===== src/design/rxfee_consts.svh =====
`ifndef RXFEE_CONSTS_SVH
`define RXFEE_CONSTS_SVH

// register addresses on the serial programming port
`define RXFEE_ADDR_FRONT_END 7'h00
`define RXFEE_ADDR_MOD_PF 7'h01
`define RXFEE_ADDR_SC_DIV 7'h08
`define RXFEE_ADDR_FEE_CTRL 7'h15
`define RXFEE_ADDR_FEE_RESULT 7'h16

// field positions
`define RXFEE_BIT_BYPASS 7
`define RXFEE_BIT_LOAD 0
`define RXFEE_PF_MSB 1
`define RXFEE_PF_LSB 0
`define RXFEE_SCDIV_MSB 5
`define RXFEE_SCDIV_LSB 0
`define RXFEE_MODE_MSB 1
`define RXFEE_MODE_LSB 0
`define RXFEE_LEN_MSB 3
`define RXFEE_LEN_LSB 2

// writable bit masks
`define RXFEE_MASK_MOD_PF 8'hcf
`define RXFEE_MASK_FEE_CTRL 8'h0f

// reset values
`define RXFEE_RST_FRONT_END 8'h00
`define RXFEE_RST_MOD_PF 8'h00
`define RXFEE_RST_SC_DIV 8'hc0
`define RXFEE_RST_FEE_CTRL 8'h00

// estimator
`define RXFEE_MODE_COUNT 2'h3
`define RXFEE_BASE_SYMBOLS 7'h08

// serial frame: 7 address bits, 1 direction bit, 8 data bits
`define RXFEE_HDR_LAST 4'h7
`define RXFEE_FRAME_LAST 4'hf

// filter clock phases out of the fixed divide-by-four
`define RXFEE_PHASE_A 2'h0
`define RXFEE_PHASE_B 2'h2

`endif


===== src/design/rxfee_pkg.sv =====
package rxfee_pkg;

	typedef enum logic [1:0] {
		SIO_IDLE = 2'b00,
		SIO_HEAD = 2'b01,
		SIO_DATA = 2'b11,
		SIO_DONE = 2'b10
	} rxfee_sio_state_type;

	typedef logic [7:0] rxfee_byte_type;

endpackage : rxfee_pkg


===== src/design/rxfee_buf.sv =====
`timescale 1ns/10ps
module rxfee_buf #(
	parameter int WIDTH = 1
) (
	input wire logic clk_sys,
	input wire logic rst_n,
	input wire logic inValid,
	input wire logic [WIDTH-1:0] inData,
	output logic inReady,
	output logic outValid,
	output logic [WIDTH-1:0] outData,
	input wire logic outReady
);
	logic [WIDTH-1:0] mem_q [2];
	logic [WIDTH-1:0] mem_d [2];
	logic wrIdx_q, wrIdx_d;
	logic rdIdx_q, rdIdx_d;
	logic [1:0] count_q, count_d;
	logic push, pop;

	assign inReady = (count_q != 2'h2);
	assign outValid = (count_q != 2'h0);
	assign outData = mem_q[rdIdx_q];
	assign push = inValid && inReady;
	assign pop = outValid && outReady;

	always_comb begin
		mem_d = mem_q;
		wrIdx_d = wrIdx_q;
		rdIdx_d = rdIdx_q;
		count_d = count_q;
		if (push) begin
			mem_d[wrIdx_q] = inData;
			wrIdx_d = ~wrIdx_q;
		end
		if (pop) begin
			rdIdx_d = ~rdIdx_q;
		end
		if (push && !pop) begin
			count_d = count_q + 2'h1;
		end else if (pop && !push) begin
			count_d = count_q - 2'h1;
		end
	end

	always_ff @(posedge clk_sys) begin
		if (!rst_n) begin
			mem_q[0] <= '0;
			mem_q[1] <= '0;
			wrIdx_q <= 1'b0;
			rdIdx_q <= 1'b0;
			count_q <= 2'h0;
		end else begin
			mem_q <= mem_d;
			wrIdx_q <= wrIdx_d;
			rdIdx_q <= rdIdx_d;
			count_q <= count_d;
		end
	end

endmodule : rxfee_buf


===== src/design/rxfee_top.sv =====
`timescale 1ns/10ps
`include "rxfee_consts.svh"
module rxfee_top (
	input wire logic clk_sys,
	input wire logic rst_n,
	input wire logic progEnable,
	input wire logic progClk,
	input wire logic progIoIn,
	output logic progIoOut,
	output logic progIoOe,
	input wire logic iLimit,
	input wire logic qLimit,
	input wire logic symbolTick,
	input wire logic rxDataReady,
	output logic rxDataPin,
	output logic rxDataStrobe,
	output logic frontEndBypass,
	output logic [1:0] prefilterCornerSel,
	output logic scfPhase1,
	output logic scfPhase2,
	output rxfee_pkg::rxfee_byte_type freqOffsetCount
);
	import rxfee_pkg::*;

	// serial programming port
	rxfee_sio_state_type sioState_q, sioState_d;
	logic [3:0] bitCnt_q, bitCnt_d;
	logic [7:0] shift_q, shift_d;
	logic [6:0] addr_q, addr_d;
	logic readFrame_q, readFrame_d;
	logic progClkPrev_q;
	logic ioOut_q, ioOut_d;
	logic ioOe_q, ioOe_d;
	logic clkRise, clkFall;
	logic wrStrobe;
	logic [7:0] wrData;
	logic [7:0] rdData;

	assign clkRise = progClk && !progClkPrev_q;
	assign clkFall = !progClk && progClkPrev_q;

	always_comb begin
		sioState_d = sioState_q;
		bitCnt_d = bitCnt_q;
		shift_d = shift_q;
		addr_d = addr_q;
		readFrame_d = readFrame_q;
		ioOut_d = ioOut_q;
		ioOe_d = ioOe_q;
		wrStrobe = 1'b0;
		wrData = {shift_q[6:0], progIoIn};
		if (!progEnable) begin
			sioState_d = SIO_IDLE;
			ioOe_d = 1'b0;
			ioOut_d = 1'b0;
		end else begin
			unique case (sioState_q)
				SIO_IDLE: begin
					sioState_d = SIO_HEAD;
					bitCnt_d = 4'h0;
					readFrame_d = 1'b0;
				end
				SIO_HEAD: begin
					if (clkRise) begin
						bitCnt_d = bitCnt_q + 4'h1;
						shift_d = {shift_q[6:0], progIoIn};
						if (bitCnt_q == `RXFEE_HDR_LAST) begin
							addr_d = shift_q[6:0];
							if (progIoIn) begin
								readFrame_d = 1'b1;
								sioState_d = SIO_DONE;
								shift_d = rdData;
							end else begin
								sioState_d = SIO_DATA;
							end
						end
					end
				end
				SIO_DATA: begin
					if (clkRise) begin
						bitCnt_d = bitCnt_q + 4'h1;
						shift_d = wrData;
						if (bitCnt_q == `RXFEE_FRAME_LAST) begin
							wrStrobe = 1'b1;
							sioState_d = SIO_DONE;
						end
					end
				end
				SIO_DONE: begin
					if (readFrame_q && clkFall) begin
						ioOe_d = 1'b1;
						ioOut_d = shift_q[7];
						shift_d = {shift_q[6:0], 1'b0};
					end
				end
			endcase
		end
	end

	always_ff @(posedge clk_sys) begin
		if (!rst_n) begin
			sioState_q <= SIO_IDLE;
			bitCnt_q <= 4'h0;
			shift_q <= 8'h00;
			addr_q <= 7'h00;
			readFrame_q <= 1'b0;
			progClkPrev_q <= 1'b0;
			ioOut_q <= 1'b0;
			ioOe_q <= 1'b0;
		end else begin
			sioState_q <= sioState_d;
			bitCnt_q <= bitCnt_d;
			shift_q <= shift_d;
			addr_q <= addr_d;
			readFrame_q <= readFrame_d;
			progClkPrev_q <= progClk;
			ioOut_q <= ioOut_d;
			ioOe_q <= ioOe_d;
		end
	end

	// configuration registers
	logic [7:0] frontEnd_q, frontEnd_d;
	logic [7:0] modPf_q, modPf_d;
	logic [7:0] scDiv_q, scDiv_d;
	logic [7:0] feeCtrl_q, feeCtrl_d;
	logic loadEvent;

	always_comb begin
		frontEnd_d = frontEnd_q;
		modPf_d = modPf_q;
		scDiv_d = scDiv_q;
		feeCtrl_d = feeCtrl_q;
		loadEvent = 1'b0;
		if (wrStrobe) begin
			unique case (addr_q)
				`RXFEE_ADDR_FRONT_END: begin
					frontEnd_d = wrData;
					loadEvent = wrData[`RXFEE_BIT_LOAD];
				end
				`RXFEE_ADDR_MOD_PF: modPf_d = wrData & `RXFEE_MASK_MOD_PF;
				`RXFEE_ADDR_SC_DIV: scDiv_d = wrData;
				`RXFEE_ADDR_FEE_CTRL: feeCtrl_d = wrData & `RXFEE_MASK_FEE_CTRL;
				default: frontEnd_d = frontEnd_q;
			endcase
		end
	end

	always_ff @(posedge clk_sys) begin
		if (!rst_n) begin
			frontEnd_q <= `RXFEE_RST_FRONT_END;
			modPf_q <= `RXFEE_RST_MOD_PF;
			scDiv_q <= `RXFEE_RST_SC_DIV;
			feeCtrl_q <= `RXFEE_RST_FEE_CTRL;
		end else begin
			frontEnd_q <= frontEnd_d;
			modPf_q <= modPf_d;
			scDiv_q <= scDiv_d;
			feeCtrl_q <= feeCtrl_d;
		end
	end

	// switched-capacitor filter clock
	logic [5:0] divCnt_q, divCnt_d;
	logic [1:0] phase_q, phase_d;
	logic [5:0] divisor;
	logic divTick;

	assign divisor = scDiv_q[`RXFEE_SCDIV_MSB:`RXFEE_SCDIV_LSB];
	assign divTick = (divisor != 6'h00) && (divCnt_q + 6'h01 >= divisor);

	always_comb begin
		divCnt_d = divTick ? 6'h00 : divCnt_q + 6'h01;
		if (divisor == 6'h00) begin
			divCnt_d = 6'h00;
		end
		phase_d = divTick ? phase_q + 2'h1 : phase_q;
	end

	always_ff @(posedge clk_sys) begin
		if (!rst_n) begin
			divCnt_q <= 6'h00;
			phase_q <= 2'h0;
		end else begin
			divCnt_q <= divCnt_d;
			phase_q <= phase_d;
		end
	end

	// demodulator decision, held until the buffer takes it
	logic iPrev_q;
	logic pendValid_q, pendValid_d;
	logic pendBit_q, pendBit_d;
	logic bufInReady, bufOutValid, bufOutData, bufPop;

	always_comb begin
		pendValid_d = pendValid_q;
		pendBit_d = pendBit_q;
		if (pendValid_q && bufInReady) begin
			pendValid_d = 1'b0;
		end
		if (iLimit && !iPrev_q && (!pendValid_q || bufInReady)) begin
			pendValid_d = 1'b1;
			pendBit_d = qLimit;
		end
	end

	always_ff @(posedge clk_sys) begin
		if (!rst_n) begin
			iPrev_q <= 1'b0;
			pendValid_q <= 1'b0;
			pendBit_q <= 1'b0;
		end else begin
			iPrev_q <= iLimit;
			pendValid_q <= pendValid_d;
			pendBit_q <= pendBit_d;
		end
	end

	rxfee_buf #(.WIDTH(1)) decisionBuf (
		.clk_sys(clk_sys),
		.rst_n(rst_n),
		.inValid(pendValid_q),
		.inData(pendBit_q),
		.inReady(bufInReady),
		.outValid(bufOutValid),
		.outData(bufOutData),
		.outReady(rxDataReady)
	);

	assign bufPop = bufOutValid && rxDataReady;

	// frequency error estimator
	logic [7:0] feeCount_q, feeCount_d;
	logic [6:0] symCnt_q, symCnt_d;
	logic feeDone_q, feeDone_d;
	logic [6:0] symTarget;
	logic feeCounting;

	// read mux keyed by the address bits already in the header shift
	always_comb begin
		case (shift_q[6:0])
			`RXFEE_ADDR_FRONT_END: rdData = frontEnd_q;
			`RXFEE_ADDR_MOD_PF: rdData = modPf_q;
			`RXFEE_ADDR_SC_DIV: rdData = scDiv_q;
			`RXFEE_ADDR_FEE_CTRL: rdData = feeCtrl_q;
			`RXFEE_ADDR_FEE_RESULT: rdData = feeCount_q;
			default: rdData = 8'h00;
		endcase
	end

	assign symTarget = `RXFEE_BASE_SYMBOLS << feeCtrl_q[`RXFEE_LEN_MSB:`RXFEE_LEN_LSB];
	assign feeCounting = (feeCtrl_q[`RXFEE_MODE_MSB:`RXFEE_MODE_LSB] == `RXFEE_MODE_COUNT)
		&& !feeDone_q;

	always_comb begin
		feeCount_d = feeCount_q;
		symCnt_d = symCnt_q;
		feeDone_d = feeDone_q;
		if (loadEvent) begin
			feeCount_d = 8'h00;
			symCnt_d = 7'h00;
			feeDone_d = 1'b0;
		end else if (feeCounting) begin
			if (bufPop) begin
				// two's complement wrap kept as is
				feeCount_d = bufOutData ? feeCount_q + 8'h01 : feeCount_q - 8'h01;
			end
			if (symbolTick) begin
				symCnt_d = symCnt_q + 7'h01;
				if (symCnt_q + 7'h01 == symTarget) begin
					feeDone_d = 1'b1;
				end
			end
		end
	end

	always_ff @(posedge clk_sys) begin
		if (!rst_n) begin
			feeCount_q <= 8'h00;
			symCnt_q <= 7'h00;
			feeDone_q <= 1'b0;
		end else begin
			feeCount_q <= feeCount_d;
			symCnt_q <= symCnt_d;
			feeDone_q <= feeDone_d;
		end
	end

	// registered pins
	always_ff @(posedge clk_sys) begin
		if (!rst_n) begin
			rxDataPin <= 1'b0;
			rxDataStrobe <= 1'b0;
			frontEndBypass <= 1'b0;
			prefilterCornerSel <= 2'h0;
			scfPhase1 <= 1'b0;
			scfPhase2 <= 1'b0;
			freqOffsetCount <= 8'h00;
		end else begin
			if (bufPop) begin
				rxDataPin <= bufOutData;
			end
			rxDataStrobe <= bufPop;
			frontEndBypass <= frontEnd_q[`RXFEE_BIT_BYPASS];
			prefilterCornerSel <= modPf_q[`RXFEE_PF_MSB:`RXFEE_PF_LSB];
			scfPhase1 <= (divisor != 6'h00) && (phase_q == `RXFEE_PHASE_A);
			scfPhase2 <= (divisor != 6'h00) && (phase_q == `RXFEE_PHASE_B);
			freqOffsetCount <= feeCount_q;
		end
	end

	assign progIoOut = ioOut_q;
	assign progIoOe = ioOe_q;

endmodule : rxfee_top


===== config.mk =====
export PLATFORM = sky130hd
export DESIGN_NAME = rxfee_top
export DESIGN_NICKNAME = d
export VERILOG_FILES = /design/src/design/rxfee_pkg.sv /design/src/design/rxfee_buf.sv /design/src/design/rxfee_top.sv
export VERILOG_INCLUDE_DIRS = /design/src /design/src/design
export SDC_FILE = /design/constraint.sdc
export NUM_CORES = 1
export LEC_CHECK = 0
export ABC_CLOCK_PERIOD_IN_PS = 4500
export BUFFER_PORTS_ARGS = -buffer_cell sky130_fd_sc_hd__buf_2
export CAP_MARGIN = 30
export CORE_ASPECT_RATIO = 1.25
export CORE_UTILIZATION = 55
export CTS_CLUSTER_DIAMETER = 50
export DETAILED_ROUTE_END_ITERATION = 8
export PLACE_DENSITY = 0.73
export SYNTH_ARGS = -nofsm -noshare
export SYNTH_HDL_FRONTEND = slang
export SYNTH_SLANG_ARGS = --single-unit

===== constraint.sdc =====
create_clock -name clk_sys -period 4.5 [get_ports clk_sys]
set_input_delay 0.225 -clock clk_sys [delete_from_list [all_inputs] [get_ports clk_sys]]
set_output_delay 0.225 -clock clk_sys [all_outputs]
set_load 0.03 [all_outputs]

==> metrics.csv <==
stage;metric;value;unit
clock_tree;clock_path_buffers;2;
power;p_clk_share;39.3;%
synthesis;async_flop_share;0;%
global_route;antenna_found_initial;0;
power;switching_share;22.5;%
global_route;grt_util_met3;4.42;%
synthesis;synth_edf_count;0;
global_route;grt.busiest_layer;met2;
synthesis;ys_seq_area_share;42.7;%
outcome;status;complete, but fails checks;
synthesis;avgSynthCellArea;9.00;um^2
synthesis;synthFlopType;dfxtp_1;
cells_and_area;layout_common_cells;dfxtp_1 (99), nor2_1 (76), mux2i_1 (50);
sta;slew_viol_final;0;
cells_and_area;area_growth_syn_to_layout;9.08;%
global_route;use_met2;40.3;%
critical_path;critPathKind;flop to flop;
synthesis;netlist_area;4640;um^2
sta;worst_pin_slew;755;ps
global_route;grt_max_degree;44;
power;finalPower;1.69;mW
synthesis;ys_seq_elements;99;
sta;tns;0;ps
synthesis;synth_cell_types;51;
power;switching_power;0.381;mW
clock_tree;clkSlewWorstSetupHoldPaths;90;ps
critical_path;worstPathRequired;4780;ps
routing;vias;3607;
power;power_density;334;nW/um^2
synthesis;synth_largest_type_area_fraction;42.7;%
clock_tree;clock_latency;360;ps
global_route;grt_pass1_vias;3530;
global_route;grt_pass1_wl;16400;um
cells_and_area;final_common_cell;dfxtp_1;
floorplanning;die_area;8810;um^2
sta;post-route-period-util;54.3;%
sta;skew;7.47;ps
critical_path;end_kind;flop;
routing;drtAntennaViolNets;0;
clock_tree;cts_buffers;9;
sta;hold_ws;83.2;ps
synthesis;synth_area_leaders;dfxtp_1 (43%), mux2i_1 (11%), nor2_1 (6.1%);
power;pwr-share-seq;54.3;%
routing;wl;9570;um
sta;finalHoldViolCount;0;
critical_path;crit_chain;ha_1 -> nand3_1 -> xnor2_1 -> ha_1 -> a21o_1 -> a21oi_1 -> o21ai_0 -> or3b_2 -> nor2b_1;
cells_and_area;antenna_cells;0;
floorplanning;std_cell_rows;37;
critical_path;critical_path.slowest_cell;or3b_2;
critical_path;cp_data_arrival_time;2720;ps
critical_path;cp_max_fo;6;
sta;max_freq;409;MHz
synthesis;yosysTopAreaCell;dfxtp_1;
hold_path;worstHoldPathType;input pin to flop;
floorplanning;ios;26;
critical_path;worstSetupStartpointType;flop;
clock_tree;cts_sinks;99;
sta;max_slew_margin;49.6;%
placement;gp_congestion;0.879;
clock_tree;cts_resized;0;
routing;avgViaCountPerCell;5.69;
routing;first_iter_violations;229;
clock_tree;ctsHoldBuffers;0;
power;peakVddDrop;240;uV
clock_tree;cts_tree;built;
clock_tree;cts_setup_buffers;0;
routing;drc;6;
sta;setup_viol;0;
placement;portBuffers;25;
outcome;violations;DRC;
critical_path;cp_top_family;simple AND/OR/NAND/NOR gates;
global_route;track_usage;23.3;%
synthesis;yosys_warnings;0;
power;combPwrFrac;6.3;%
flow_run;drv_cap;0;
cells_and_area;drive_gt1_share;9.87;%
synthesis;synth_fp_nets;545;
floorplanning;die_x;84.2;um
routing;routedWlPerCell;15.1;um
global_route;overflow;0;
synthesis;synthCells;516;
power;p_int;1.31;mW
floorplanning;die_h;105;um
sta;fin_crit;2440;ps
critical_path;crit_path_frequent_cell;ha_1;
global_route;grt_use_met1;27.9;%
sta;rsz0062_at_grt;false;
critical_path;max_stage_delay;550;ps
floorplanning;core-area;8190;um^2
critical_path;path_buf_inv;0;
cells_and_area;final_nets;561;
power;leakage;2.10;nW
routing;firstDrtPassIters;6;
placement;dpl.hpwl;6720;um
floorplanning;start_util;56.6;%
clock_tree;clockRootBuffer;clkbuf_8;
clock_tree;htreeDepth;3;
==> state kept, by name, summed over array words and instances, names as in the netlist, 2 cells and up <==
signal,cells
freqOffsetCount,8
decisionBuf.mem_q,2
feeCtrl_q,4
divCnt_q,6
prefilterCornerSel,2
feeCount_q,8
bitCnt_q,4
frontEnd_q,8
decisionBuf.count_q,2
shift_q,8
phase_q,2
modPf_q,6
symCnt_q,7
addr_q,7
sioState_q,2
scDiv_q,8
==> synth_stat cells (all sizes together) (3+ instances only) <==
cell type and n:
a211oi 4, a21o 9, a21oi 18, a22oi 5, a31oi 5, and2 14
and3 5, buf 8, clkbuf 16, dfxtp 99, ha 19, inv 14
mux2i 50, nand2 44, nand2b 5, nand3 16, nand4 7, nor2 76
nor2b 6, nor3 8, nor4 5, o21ai 20, o22ai 3, or3 5
or4 3, xnor2 13, xor2 15
==> layout make-up <==
cell class | instances | area [um^2]
clock buffer | 13 | 179
clock inverter | 3 | 67.6
fill | 714 | 3130
inverter | 15 | 56.3
multi-input combinational | 378 | 2500
sequential | 99 | 1980
tap | 97 | 121
timing repair buffer | 29 | 155
==> routing by layer <==
metal  routed length, um  share of wire [%]
met5                   0                  0
met4                 213                2.2
met3                 318                3.3
met2                4770                 50
met1                4270                 45
==> through the flow <==
stage | util, % | setup WS (ps) | instances | instance area, um^2
after floorplan | - | 2070 | 516 | 4640
final | 61.8 | 2060 | 634 | 5060
after global routing | 61.8 | 1900 | 634 | 5060
after global placement | 58.8 | 2250 | 618 | 4820
after detailed placement | 58.8 | 2130 | 618 | 4820
after CTS | 61.8 | 2030 | 634 | 5060
==> logic make-up after synthesis <==
group,share of synthesized area (%)
adders and majority gates,5.55
DFF,42.7
muxes,11.0
AOI/OAI and AO/OA,10.3
and+or+nand+nor,21.7
xor gates and xnor gates,5.28
buffers and inverters,3.40
==> final timing paths <==
check | startpoint | endpoint | slack, ps | depth (start not counted)
setup reg to reg | divCnt_q[0] | divCnt_q[5] | 2060 | 9
hold / removal | iLimit | iPrev_q | 80 | 2
hold reg to reg | progIoOe | progIoOe | 450 | 2
setup / recovery | divCnt_q[0] | divCnt_q[5] | 2060 | 9
==> worst register-to-register path, cell delays in order, from the launching register on <==
cell     delay [ps]
dfxtp_1         400
ha_1            210
nand3_1         100
xnor2_1         180
ha_1            270
a21o_1          180
a21oi_1         140
o21ai_0         140
or3b_2          550
nor2b_1         190
==> power groups by stage <==
stage | Combinational (mW) | Sequential [mW] | Clock, mW
4_1_cts | 0.108 | 0.919 | 0.682
2_1_floorplan | 0.0865 | 0.933 | 0
5_1_grt | 0.122 | 0.923 | 0.714
6_report | 0.107 | 0.919 | 0.665
3_3_place_gp | 0.104 | 0.938 | 0
3_5_place_dp | 0.108 | 0.940 | 0
(Power assumes the default switching activity.)
